## src/tmr_pkg.sv

```systemverilog
package tmr_pkg;

  // Widths of the counter, the shared prescaler, its ratio field, the direction latch and the file address.
  localparam int TIMER_W = 8;
  localparam int PRESC_W = 8;
  localparam int RATIO_W = 3;
  localparam int TRIS_W = 4;
  localparam int ADDR_W = 5;

  // File register address of the timer count.
  localparam logic [ADDR_W-1:0] TIMER_COUNT_ADDR = 5'h01;

  // Reset values.
  localparam logic [TIMER_W-1:0] TIMER_RESET = 8'h00;
  localparam logic [7:0] OPTION_RESET = 8'hFF;
  localparam logic [TRIS_W-1:0] TRIS_RESET = 4'hF;
  localparam logic [PRESC_W-1:0] PRESC_RESET = 8'h00;

  // Position of the timer clock pin among the direction bits.
  localparam int PIN_CLK_IDX = 2;

  // Four oscillator periods form one instruction cycle, Q1 to Q4.
  localparam logic [1:0] PHASE_Q1 = 2'h0;
  localparam logic [1:0] PHASE_Q2 = 2'h1;
  localparam logic [1:0] PHASE_Q4 = 2'h3;
  localparam int CLK_PER_INSTR = 4;

  // Increment hold-off after a write, in instruction cycles and clocks.
  localparam int INHIBIT_INSTR = 2;
  localparam int INHIBIT_CLKS_I = INHIBIT_INSTR * CLK_PER_INSTR;
  localparam logic [3:0] INHIBIT_CLKS = 4'(INHIBIT_CLKS_I);

  // The system clock is the oscillator: one Tosc per clock.
  localparam int CLK_PERIOD_PS = 5000;
  localparam int TOSC_PS = 5000;
  localparam int EDGE_DELAY_MIN_TOSC = 3;
  localparam int EDGE_DELAY_MAX_TOSC = 7;
  localparam int EDGE_DELAY_MIN_CYC =
    (EDGE_DELAY_MIN_TOSC * TOSC_PS + CLK_PERIOD_PS - 1) / CLK_PERIOD_PS;
  localparam int EDGE_DELAY_MAX_CYC =
    (EDGE_DELAY_MAX_TOSC * TOSC_PS) / CLK_PERIOD_PS;

  // Option register layout, most significant bit first.
  typedef struct packed {
    logic wake_on_change_n;
    logic pullup_n;
    logic clock_source_select;
    logic source_edge_select;
    logic prescaler_assign;
    logic [RATIO_W-1:0] prescale_ratio;
  } option_s;

  // Strobes and data that the core drives toward this block.
  typedef struct packed {
    logic file_wr;
    logic [ADDR_W-1:0] addr;
    logic option_wr;
    logic tris_wr;
    logic [7:0] data;
  } core_wr_s;

  function automatic logic rose(input logic prev, input logic cur);
    return cur & ~prev;
  endfunction

endpackage

```

## src/pin_sync.sv

```systemverilog
`timescale 1ns/1ps
module pin_sync
  import tmr_pkg::*;
(
  // Clock and reset.
  input wire logic clk_sys_in,
  input wire logic resetn_in,
  // Asynchronous level and its synchronised copy.
  input wire logic async_in,
  output logic sync_out
);

  typedef struct packed {
    logic meta;
    logic stable;
  } sync_state_s;

  sync_state_s q;
  sync_state_s d;

  always_comb begin
    d.meta = async_in;
    d.stable = q.meta;
  end

  always_ff @(posedge clk_sys_in or negedge resetn_in) begin
    if (!resetn_in) begin
      q <= '0;
    end else begin
      q <= d;
    end
  end

  assign sync_out = q.stable;

endmodule

```

## src/prescaler_counter.sv

```systemverilog
`timescale 1ns/1ps
module prescaler_counter
  import tmr_pkg::*;
#(
  parameter int WIDTH = PRESC_W
)
(
  // Clock and reset.
  input wire logic clk_sys_in,
  input wire logic resetn_in,
  // Count control.
  input wire logic clear_in,
  input wire logic tick_in,
  input wire logic [RATIO_W-1:0] ratio_in,
  // Divided outputs.
  output logic tap_out,
  output logic post_out
);

  if (WIDTH < (1 << RATIO_W)) begin : g_width_check
    $error("prescaler_counter: WIDTH too small for the ratio field");
  end

  typedef struct packed {
    logic [WIDTH-1:0] cnt;
  } presc_state_s;

  presc_state_s q;
  presc_state_s d;
  logic [WIDTH-1:0] mask;

  always_comb begin
    d = q;
    mask = WIDTH'((1 << ratio_in) - 1);
    // Timer tap: 000 gives 1:2 up to 111 for 1:256.
    tap_out = q.cnt[ratio_in];
    // Watchdog postscale: 000 gives 1:1 up to 111 for 1:128.
    post_out = tick_in & ((q.cnt & mask) == mask);
    if (clear_in) begin
      d.cnt = PRESC_RESET;
    end else if (tick_in) begin
      d.cnt = q.cnt + WIDTH'(1);
    end
  end

  // Software has no path to the count; only reset and clear reach it.
  always_ff @(posedge clk_sys_in or negedge resetn_in) begin
    if (!resetn_in) begin
      q.cnt <= PRESC_RESET;
    end else begin
      q <= d;
    end
  end
endmodule

```

## src/timer_counter_top.sv

```systemverilog
`timescale 1ns/1ps
module timer_counter_top
  import tmr_pkg::*;
(
  // Clock and reset.
  input wire logic clk_sys_in,
  input wire logic resetn_in,
  // Core register writes and instructions.
  input wire core_wr_s core_wr_in,
  input wire logic watchdog_clear_in,
  // Watchdog oscillator overflow, one pulse per period.
  input wire logic watchdog_tick_in,
  // External timer clock pin.
  input wire logic timer_clock_pin_in,
  // Register contents and status.
  output logic [TIMER_W-1:0] timer_count_out,
  output option_s option_out,
  output logic [TRIS_W-1:0] pin_oe_out,
  // Watchdog timeout, after the postscaler only when the prescaler is assigned to the watchdog.
  output logic watchdog_timeout_out
);

  typedef struct packed {
    logic [1:0] phase;
    logic [TIMER_W-1:0] timer;
    option_s opt;
    logic [TRIS_W-1:0] tris;
    logic [3:0] inhibit;
    logic src_prev;
    logic sample;
    logic wdt_out;
    logic [TRIS_W-1:0] pin_oe;
  } state_s;

  state_s q;
  state_s d;

  logic pin_level;
  logic src;
  logic src_edge;
  logic instr_tick;
  logic to_timer;
  logic timer_write;
  logic presc_tick;
  logic presc_clear;
  logic presc_tap;
  logic presc_post;
  logic sync_src;
  logic sample_pt;
  logic sampled_rise;
  logic inc;

  // The pin is asynchronous to the oscillator and is brought in first.
  pin_sync u_pin_sync (
    .clk_sys_in(clk_sys_in),
    .resetn_in(resetn_in),
    .async_in(timer_clock_pin_in),
    .sync_out(pin_level)
  );

  prescaler_counter #(
    .WIDTH(PRESC_W)
  ) u_prescaler (
    .clk_sys_in(clk_sys_in),
    .resetn_in(resetn_in),
    .clear_in(presc_clear),
    .tick_in(presc_tick),
    .ratio_in(q.opt.prescale_ratio),
    .tap_out(presc_tap),
    .post_out(presc_post)
  );

  always_comb begin
    d = q;
    d.phase = q.phase + 2'h1;

    // A set edge select inverts the pin, so falling edges rise here.
    src = pin_level ^ q.opt.source_edge_select;
    src_edge = rose(q.src_prev, src);
    d.src_prev = src;

    instr_tick = (q.phase == PHASE_Q4);
    to_timer = ~q.opt.prescaler_assign;
    timer_write = core_wr_in.file_wr &&
                  (core_wr_in.addr == TIMER_COUNT_ADDR);

    // One counter, steered by the assign bit alone.
    if (to_timer) begin
      presc_tick = q.opt.clock_source_select ? src_edge : instr_tick;
      presc_clear = timer_write;
    end else begin
      presc_tick = watchdog_tick_in;
      presc_clear = watchdog_clear_in;
    end

    // With no prescaler the pin itself is the prescaler output.
    sync_src = to_timer ? presc_tap : src;
    sample_pt = (q.phase == PHASE_Q2) || (q.phase == PHASE_Q4);
    sampled_rise = sample_pt && rose(q.sample, sync_src);
    if (sample_pt) begin
      d.sample = sync_src;
    end

    if (!q.opt.clock_source_select && !to_timer) begin
      inc = instr_tick;
    end else begin
      inc = sampled_rise;
    end

    // A write beats an increment and starts the hold-off.
    if (timer_write) begin
      d.timer = core_wr_in.data;
      d.inhibit = INHIBIT_CLKS;
    end else if (q.inhibit != 4'h0) begin
      d.inhibit = q.inhibit - 4'h1;
    end else if (inc) begin
      d.timer = q.timer + 8'h01;
    end

    if (core_wr_in.option_wr) begin
      d.opt = option_s'(core_wr_in.data);
    end
    if (core_wr_in.tris_wr) begin
      d.tris = core_wr_in.data[TRIS_W-1:0];
    end

    // Enable is the inverse of the direction latch; counter mode holds the clock pin off.
    d.pin_oe = ~d.tris;
    if (d.opt.clock_source_select) begin
      d.pin_oe[PIN_CLK_IDX] = 1'b0;
    end

    // The watchdog sees its own ticks undivided when not assigned.
    d.wdt_out = to_timer ? watchdog_tick_in : presc_post;
  end

  always_ff @(posedge clk_sys_in or negedge resetn_in) begin
    if (!resetn_in) begin
      q.phase <= PHASE_Q1;
      q.timer <= TIMER_RESET;
      q.opt <= option_s'(OPTION_RESET);
      q.tris <= TRIS_RESET;
      q.inhibit <= 4'h0;
      q.src_prev <= 1'b0;
      q.sample <= 1'b0;
      q.wdt_out <= 1'b0;
      q.pin_oe <= 4'h0;
    end else begin
      q <= d;
    end
  end

  assign timer_count_out = q.timer;
  assign option_out = q.opt;
  assign pin_oe_out = q.pin_oe;
  assign watchdog_timeout_out = q.wdt_out;

  logic timer_direct;
  logic counter_direct;
  assign timer_direct = !q.opt.clock_source_select &&
                        q.opt.prescaler_assign;
  assign counter_direct = q.opt.clock_source_select &&
                          q.opt.prescaler_assign;
endmodule

```

## config.mk

```make
export PLATFORM = sky130hd
export DESIGN_NAME = timer_counter_top
export DESIGN_NICKNAME = d
export VERILOG_FILES = /design/src/tmr_pkg.sv /design/src/pin_sync.sv /design/src/prescaler_counter.sv /design/src/timer_counter_top.sv
export SDC_FILE = /design/constraint.sdc
export NUM_CORES = 1
export LEC_CHECK = 0
export BUFFER_PORTS_ARGS = -buffer_cell sky130_fd_sc_hd__buf_2
export CAP_MARGIN = 20
export CORE_MARGIN = 4
export CORE_UTILIZATION = 55
export CTS_CLUSTER_DIAMETER = 200
export DETAILED_ROUTE_END_ITERATION = 16
export PLACE_DENSITY_LB_ADDON = 0.25
export SETUP_SLACK_MARGIN = 0.1
export SYNTH_ARGS = -nofsm -noshare
export SYNTH_HDL_FRONTEND = slang
export SYNTH_SLANG_ARGS = --single-unit
```

## constraint.sdc

```tcl
create_clock -name clk_sys_in -period 2.65 [get_ports clk_sys_in]
set_input_delay 0.265 -clock clk_sys_in [delete_from_list [all_inputs] [get_ports clk_sys_in]]
set_output_delay 0.265 -clock clk_sys_in [all_outputs]
set_load 0.02 [all_outputs]
```

==> results of run 1 <==
## worst max-delay path, cell delays in order (launching register included)
cell      delay, ns
dfrtp_1        0.41
inv_1          0.09
ha_1           0.16
or3b_1         0.47
nor4_4         0.27
nand3_2        0.20
a211oi_2       0.31
xnor2_1        0.15
o21ai_1        0.07
## metrics by stage
step	cell area, um2	cells	util
floorplan	2310	231	-
global placement	2400	295	0.595
detailed placement	2400	295	0.595
CTS	2510	303	0.623
global route	2510	303	0.623
finish	2510	303	0.623
## registers in the layout, indices dropped and copies added, names as in the netlist
register and count:
watchdog_timeout_out 1, q 12, timer_count_out 8, u_pin_sync.d 1, pin_oe_out 4, option_out 8, u_prescaler.q 8, u_pin_sync.sync_out 1
## Yosys cell counts (all sizes together), types with 2 or more instances
master / count / area share
nor4b: 2 / 0.0076
ha: 7 / 0.038
o21ai: 20 / 0.043
nand2: 22 / 0.036
nor3: 6 / 0.013
a32oi: 2 / 0.0076
nor4: 2 / 0.012
mux2i: 9 / 0.039
a21oi: 9 / 0.020
buf: 22 / 0.069
nor2: 18 / 0.029
or3: 2 / 0.0054
dfstp: 12 / 0.14
nand3: 6 / 0.015
a21boi: 3 / 0.0098
a211oi: 3 / 0.014
xor2: 2 / 0.0076
dfrtp: 31 / 0.34
inv: 14 / 0.023
clkbuf: 5 / 0.0081
nor2b: 2 / 0.0054
mux2: 7 / 0.034
nand2b: 2 / 0.0054
xnor2: 14 / 0.053
## cell type report
| class | count | area, um2 | area share |
|---|---|---|---|
| multi-input cells | 147 | 986 | 0.393 |
| repair buffers | 41 | 205 | 0.0818 |
| well taps | 50 | 62.6 | 0.0249 |
| inverters | 14 | 52.6 | 0.0209 |
| flip-flops and latches | 43 | 1090 | 0.435 |
| clock inverters | 3 | 43.8 | 0.0174 |
| clock buffers | 5 | 68.8 | 0.0274 |
## routing by layer
layer | GRT usage | vias up | share of wire | wire [um]
met3 | 0.0468 | 6 | 0.052 | 221
met4 | 0.0615 | 0 | 0.014 | 62
met2 | 0.284 | 35 | 0.48 | 2060
met1 | 0.227 | 761 | 0.45 | 1940
met5 | 0 | - | 0 | 0
li1 | - | 800 | - | -
## kinds of logic (layout without fill, tap and decap cells)
group                    after synthesis  count (layout)
XOR/XNOR                              16              16
flip-flops                            43              43
AO/OA/AOI/OAI                         42              42
AND/OR/NAND/NOR                       66              66
multiplexers                          16              16
adder cells (fa/ha/maj)                7               7
buffers and inverters                 41              63
## power groups by stage
stage / Clock [uW] / Combinational (uW) / Sequential (uW)
after floorplan: 0 / 617 / 940
after global placement: 0 / 640 / 987
after detailed placement: 0 / 660 / 993
after CTS: 524 / 663 / 981
after global routing: 554 / 733 / 1010
final: 511 / 657 / 981
## worst min-delay path by stage
stage                        from                  end
4_1_cts        timer_clock_pin_in      u_pin_sync.d[0]
6_report       timer_clock_pin_in      u_pin_sync.d[0]
2_1_floorplan           resetn_in        pin_oe_out[0]
5_1_grt        timer_clock_pin_in      u_pin_sync.d[0]
3_3_place_gp      u_pin_sync.d[0]  u_pin_sync.sync_out
3_5_place_dp      u_pin_sync.d[0]  u_pin_sync.sync_out
==> results.yml, run 1 <==
outcome:
  status: "finished clean"
sta:
  slew_headroom: 0.373
  finalClockSkew_ns: 0.0109
  fin_ws_ns: 0.397
  min_period_ns: 2.25
  rsz0062_at_grt: "false"
  holdWs_ns: 0.0756
  finalSetupTns_ns: 0
  fin_crit_sh: 0.850
  hold_viol: 0
  finalSetupViolations: 0
  fmaxAchievable_mhz: 444
  worst_slew_pin_slew_ns: 0.941
  slew_violations: 0
detailed_routing:
  viasPerCell: 5.29
  drtAntennaViolNets: 0
  wl_per_cell_um: 14.1
  via_count: 1602
  drc: 0
  drt_iter0_drc: 48
  drt_pass1_iterations: 4
  wl_um: 4280
grt:
  grt_pass1_vias: 1516
  antenna_found_initial: 0
  grt_pass1_wl_um: 7110
  grt.total_usage: 0.175
  grt_remaining_overflow: 0
  grt_max_degree: 44
die:
  die_area_um2: 5300
  start_util: 0.573
  core_um2: 4030
  die_x_um: 72.8
  rows: 23
  die_h_um: 72.8
  ios: 42
power_and_ir_drop:
  cellPowerDensity_nw_per_um2: 856
  intPower_uw: 1390
  combPwrFrac: 0.306
  power_leakage_uw: 0.00111
  switching_power_uw: 756
  finalPower_uw: 2150
  p_sw_frac: 0.352
  power_frac_seq: 0.457
  irDropWorstVdd_uv: 464
  power_frac_clock: 0.238
worst_setup_path:
  timing.rr.end: "timer_count_out[6]"
  crit-reg2reg-launch: "q[7]"
  reg2reg_depth: 8
  crit_path_end: "timer_count_out[6]"
  rrSetupSlack_ns: 0.40
  worst_ep_arrival_time_ns: 2.43
  start_kind: "register"
  crit_type: "register to register"
  critPathRequiredTime_ns: 2.82
  crit_fanout: 7
  critPathLaunch: "q[7]"
  crit_path_end_kind: "register"
layout:
  nets: 280
  final_common_cell: "buf_2"
  diodes: 0
  final_cell_mix: "buf_2 (41), dfrtp_1 (31), nand2_1 (22)"
  num-fill-cells: 354
  area_growth_pct: 8.73
  drive_above_1_share: 0.285
placement:
  hpwlAfterDp_um: 3150
  port_buffers: 41
  gp_congestion: 0.787
  pre_cts_ws_ns: 0.413
synthesis:
  synth-seq-cells: 43
  synth-edff-count: 0
  yosys_warnings: 0
  synth_ff_type: "dfrtp_1"
  ys_seq_area_frac: 0.473
  ys_types: 39
  synth_mux_area_frac: 0.0732
  synthesis.area_um2: 2310
  synth_top_family_by_area: "simple AND/OR/NAND/NOR gates"
  synth-xor-area-share: 0.0607
  synth_compound_area_frac: 0.113
  ys_async_sr_fraction: 1.00
  avgSynthCellArea_um2: 9.99
  synth_simple_gate_area_frac: 0.143
  synth_fa_ha_area_frac: 0.0379
  syn_nets: 259
  synthCells: 231
cts:
  clk_path_buf_depth: 2
  path_clk_slew_ns: 0.09
  cts_root_buf: "clkbuf_8"
  clock_sinks: 43
  cts-buffers-inserted: 5
  post_cts_buffers: 0
  cts_tree: "done"
  post_cts_resized: 0
  cts_max_level: 2
  holdBufCountCts: 0
  clock_latency_ns: 0.30
min_path:
  holdPathStages: 1
  worstHoldPathType: "input port to register"
run:
  maxCapViolCount: 0
No activity file was read; power rests on OpenSTA's default activity.
==> run 2: changes to the inputs <==
- CORE_UTILIZATION: 55 -> 59
- clock period: 2.65 -> 2.9 ns (I/O delays scaled with it)
==> run 2 against run 1 <==
Against the previous run:
- die area down 6.0%
- clock-buffer cell count unchanged
- combinational power down 8.8%
- worst setup slack better by 0.28 ns
- largest power group unchanged
- cell area down 0.85%
- highest routed layer unchanged
- critical endpoint unchanged
- clock skew down 0.0069 ns
- hold slack better by 0.0099 ns
- global-route usage up 0.94 points
==> results.yml, run 2 (same netlist as run 1, synthesis figures left out) <==
cts:
  clk_path_buf_depth: 2
  cts_tree: "done"
  cts_root_buf: "clkbuf_8"
  clock_latency_ns: 0.30
  path_clk_slew_ns: 0.08
  post_cts_resized: 0
  holdBufCountCts: 0
  post_cts_buffers: 0
  clock_sinks: 43
  cts_max_level: 2
  cts-buffers-inserted: 5
detailed_routing:
  drtAntennaViolNets: 0
  top_layer: "met4"
  viasPerCell: 5.36
  wl_um: 4200
  drc: 0
  wl_per_cell_um: 14.0
  wl_met1_um: 1880
  via_count: 1614
  drt_iter0_drc: 85
  met2WireLength_um: 2020
  met3RoutedLength_um: 227
  drt_pass1_iterations: 4
die:
  start_util: 0.621
  ios: 42
  die_h_um: 70.6
  core_um2: 3720
  die_x_um: 70.6
  die_area_um2: 4980
  rows: 22
worst_setup_path:
  max_stage_delay_ns: 0.46
  path_delay_family: "simple AND/OR/NAND/NOR gates"
  start_kind: "register"
  crit_type: "register to register"
  crit_path_end_kind: "register"
  worst_ep_arrival_time_ns: 2.40
  critPathRequiredTime_ns: 3.07
  crit_fanout: 7
  path_cells: "inv_1 > ha_1 > or3b_1 > nor4_4 > nand3_2 > a211oi_2 > xnor2_1 > o21ai_1"
  path_buf_inv: 1
  cp_slowest_cell: "or3b_1"
sta:
  fin_crit_sh: 0.767
  finalSetupTns_ns: 0
  holdWs_ns: 0.0855
  finalClockSkew_ns: 0.00403
  finalSetupViolations: 0
  hold_viol: 0
  slew_headroom: 0.379
  fmaxAchievable_mhz: 450
  worst_slew_pin_slew_ns: 0.931
  rsz0062_at_grt: "false"
  min_period_ns: 2.22
  fin_ws_ns: 0.676
  slew_violations: 0
placement:
  gp_congestion: 0.776
  hpwlAfterDp_um: 3100
  pre_cts_ws_ns: 0.679
  port_buffers: 41
layout:
  multi_input_area_um2: 986
  final_common_cell: "buf_2"
  drive_above_1_share: 0.285
  diodes: 0
  largest_register: "q"
  area_growth_pct: 7.81
  final_cell_mix: "buf_2 (41), dfrtp_1 (31), nand2_1 (22)"
  num-fill-cells: 299
  ff_latch_area_um2: 1090
  largest_reg_flops: 12
  nets: 280
  layout.core_utilization: 0.670
outcome:
  status: "finished clean"
grt:
  grt_remaining_overflow: 0
  grt.total_usage: 0.185
  antenna_found_initial: 0
  grt_pass1_vias: 1561
  grt_pass1_wl_um: 7250
  grt_max_degree: 44
power_and_ir_drop:
  irDropWorstVdd_uv: 436
  p_sw_frac: 0.369
  cellPowerDensity_nw_per_um2: 755
  switching_power_uw: 693
  intPower_uw: 1190
  power_leakage_uw: 0.00110
  combPwrFrac: 0.319
  power_frac_seq: 0.474
  finalPower_uw: 1880
  power_frac_clock: 0.207
min_path:
  worstHoldPathType: "input port to register"
run:
  maxCapViolCount: 0
[run 2: per-stage QoR]
step | instance area (um2) | instances
CTS | 2490 | 301
finish | 2490 | 301
global route | 2490 | 301
detailed placement | 2390 | 293
global placement | 2390 | 293
floorplan | 2310 | 231
[run 2: worst paths after layout]
check                                         from                   to  slack, ns  cells past startpoint
worst max-delay path                          q[7]   timer_count_out[6]       0.68                      8
worst min-delay path            timer_clock_pin_in      u_pin_sync.d[0]       0.09                      1
worst max register to register                q[7]   timer_count_out[6]       0.68                      8
worst min register to register     u_pin_sync.d[0]  u_pin_sync.sync_out       0.39                      0
max in group asynchronous                resetn_in        pin_oe_out[1]       2.20                      1
min in group asynchronous                resetn_in                q[31]       0.12                      1
[run 2: routing by layer]
metal	up-vias	global-route usage
met5	-	0
met4	0	0.0814
met3	8	0.0426
met2	37	0.288
met1	765	0.248
li1	804	-
[run 2: power by group through the flow]
stage / Clock, uW / Sequential [uW] / Combinational, uW
after floorplan: 0 / 859 / 564
after CTS: 404 / 892 / 606
final: 389 / 891 / 599
after detailed placement: 0 / 903 / 602
after global routing: 427 / 920 / 678
after global placement: 0 / 901 / 584
[run 2: area by class of cell]
type	count	share of cell area
inverter	14	0.0211
timing repair buffer	41	0.0825
sequential	43	0.438
tap	48	0.0241
multi-input combinational	147	0.396
clock inverter	3	0.0101
clock buffer	5	0.0277
==> run 3: changes to the inputs <==
- ABC_AREA: unset -> 1
- CORE_UTILIZATION: 59 -> 50
- clock period: 2.9 -> 1.99 ns (I/O delays scaled with it)
==> run 3 against run 2 <==
Against the previous run:
- register-to-register slack worse by 0.36 ns
- die area up 22%
- core utilization down 9.9 points
- hold slack better by 0.034 ns
==> results.yml, run 3 <==
outcome:
  status: "finished clean"
synthesis:
  synth-seq-cells: 43
  ys_async_sr_fraction: 1.00
  syn_nets: 330
  synth_ff_type: "dfrtp_1"
  synthesis.area_um2: 2450
  synth_mux_area_frac: 0.00920
  yosys.area.top_type: "dfrtp_1"
  yosys_warnings: 0
  synth_simple_gate_area_frac: 0.242
  synth_compound_area_frac: 0.111
  synth_top_family_by_area: "simple AND/OR/NAND/NOR gates"
  synth-xor-area-share: 0.0215
  synth-edff-count: 0
  avgSynthCellArea_um2: 8.11
  synth_fa_ha_area_frac: 0.0358
  ys_top_cells_by_area: "dfrtp_1 (32%), dfstp_2 (13%), nand2_1 (11%)"
  synthCells: 302
  ys_seq_area_frac: 0.446
  synth_most_common_cell: "nand2_1"
  synth.top_cells.by_count: "nand2_1 (74), dfrtp_1 (31), inv_1 (30), nand3_1 (29), buf_4 (21)"
  synth_largest_type_area_fraction: 0.317
  ys_types: 35
cts:
  cts_max_level: 2
  clk_path_buf_depth: 2
  cts_tree: "done"
  holdBufCountCts: 2
  path_clk_slew_ns: 0.08
  post_cts_buffers: 0
  clock_sinks: 43
  clock_latency_ns: 0.30
  post_cts_resized: 0
  cts-buffers-inserted: 5
  cts_root_buf: "clkbuf_8"
sta:
  finalClockSkew_ns: 0.00706
  fin_ws_ns: 0.319
  slew_violations: 0
  fmaxAchievable_mhz: 598
  fin_crit_sh: 0.840
  finalSetupTns_ns: 0
  slew_headroom: 0.648
  min_period_ns: 1.67
  finalSetupViolations: 0
  worst_slew_pin_slew_ns: 0.528
  hold_viol: 0
  rsz0062_at_grt: "false"
power_and_ir_drop:
  power_leakage_uw: 0.00139
  irDropWorstVdd_uv: 512
  cellPowerDensity_nw_per_um2: 883
grt:
  antenna_found_initial: 0
  grt_max_degree: 44
  grt.total_usage: 0.180
  grt_pass1_vias: 1854
  grt_remaining_overflow: 0
  grt_pass1_wl_um: 8560
die:
  die_h_um: 78.0
  core_um2: 4720
  start_util: 0.518
  ios: 42
  die_x_um: 78.0
  die_area_um2: 6080
  rows: 25
detailed_routing:
  wl_um: 5050
  drt_iter0_drc: 170
  drc: 0
  viasPerCell: 5.06
  via_count: 2025
  drtAntennaViolNets: 0
  drt_pass1_iterations: 4
  wl_per_cell_um: 12.6
layout:
  largest_register: "q"
  diodes: 0
  drive_above_1_share: 0.237
  area_growth_pct: 10.1
  final_common_cell: "nand2_1"
  num-fill-cells: 435
  final_cell_mix: "nand2_1 (74), buf_2 (41), dfrtp_1 (31)"
  nets: 360
  largest_reg_flops: 12
  layout.core_utilization: 0.571
worst_setup_path:
  path_cells: "inv_1 > nand3_1 > ha_1 > inv_1 > o21ai_1 > nor2_1 > o211ai_1 > o2111ai_1 > a21boi_1"
  critPathRequiredTime_ns: 2.21
  crit_fanout: 8
  start_kind: "register"
  worst_ep_arrival_time_ns: 1.90
  max_stage_delay_ns: 0.61
  reg2reg_depth: 9
  crit_path_end_kind: "register"
  crit_type: "register to register"
  cp_slowest_cell: "dfstp_2"
  critical_path.most_common_cell: "inv_1"
min_path:
  worstHoldPathType: "input port to register"
  holdPathStages: 3
placement:
  port_buffers: 41
  pre_cts_ws_ns: 0.351
  gp_congestion: 0.840
  hpwlAfterDp_um: 3770
run:
  maxCapViolCount: 0
run 3: cell count changes in the layout (fill, tap and decap cells not counted), moves of 4 or more:
cell and delta:
nand2_1 +52, o21ai_1 +7, mux2_2 -5, nand3_1 +24, inv_1 +16, o211ai_1 +4, xnor2_1 -13, mux2i_1 -9
inv_2 +6
run 3: cell type report:
class | instances | area [um2] | share of cell area
timing repair buffer | 46 | 248 | 0.0919
clock buffer | 8 | 80.1 | 0.0297
tap | 67 | 83.8 | 0.0311
inverter | 40 | 164 | 0.0608
multi-input combinational | 196 | 1030 | 0.382
sequential | 43 | 1090 | 0.405
run 3: worst max-delay path: cells and delay by family (launching register included):
| kind | cells | cell delay, ns |
|---|---|---|
| flip-flops | 1 | 0.61 |
| AO/OA/AOI/OAI | 4 | 0.46 |
| buffers and inverters | 2 | 0.20 |
| adder cells (fa/ha/maj) | 1 | 0.18 |
| AND/OR/NAND/NOR | 2 | 0.14 |
run 3: final timing paths:
path,start,end,slack (ns)
hold / removal,core_wr_in[0],option_out[0],0.12
hold reg to reg,u_pin_sync.d[0],u_pin_sync.sync_out,0.35
setup reg to reg,option_out[1],watchdog_timeout_out,0.32
min in group asynchronous,resetn_in,timer_count_out[6],0.48
max in group asynchronous,resetn_in,option_out[7],1.11
setup / recovery,option_out[1],watchdog_timeout_out,0.32
run 3: per-layer routing:
metal,vias to the layer above,GRT usage,part of all wire,wire [um]
li1,1021,-,-,-
met1,936,0.242,0.47,2360
met2,60,0.274,0.46,2320
met3,8,0.0429,0.053,267
met4,0,0.0822,0.021,106
met5,-,0,0,0
run 3: metrics by stage:
step                      hold WS [ns]  instance area [um2]  cells  power [uW]
after global routing             0.123                 2700    400        2560
final                            0.120                 2700    400        2380
after global placement           0.302                 2590    390        1820
after CTS                        0.105                 2700    400        2410
after floorplan                -0.0966                 2450    302        1700
after detailed placement         0.300                 2590    390        1860
run 3: logic make-up (layout without fill, tap and decap cells):
family | count (synthesis) | in the layout
XOR/XNOR | 6 | 6
multiplexers | 2 | 2
adder cells (fa/ha/maj) | 7 | 7
AO/OA/AOI/OAI | 48 | 48
flip-flops | 43 | 43
buffers and inverters | 63 | 94
AND/OR/NAND/NOR | 133 | 133
run 3: where the power goes:
part | internal, uW | total (uW) | switching [uW]
clock network | 250 | 540 | 290
registers | 1020 | 1130 | 113
logic | 262 | 708 | 446
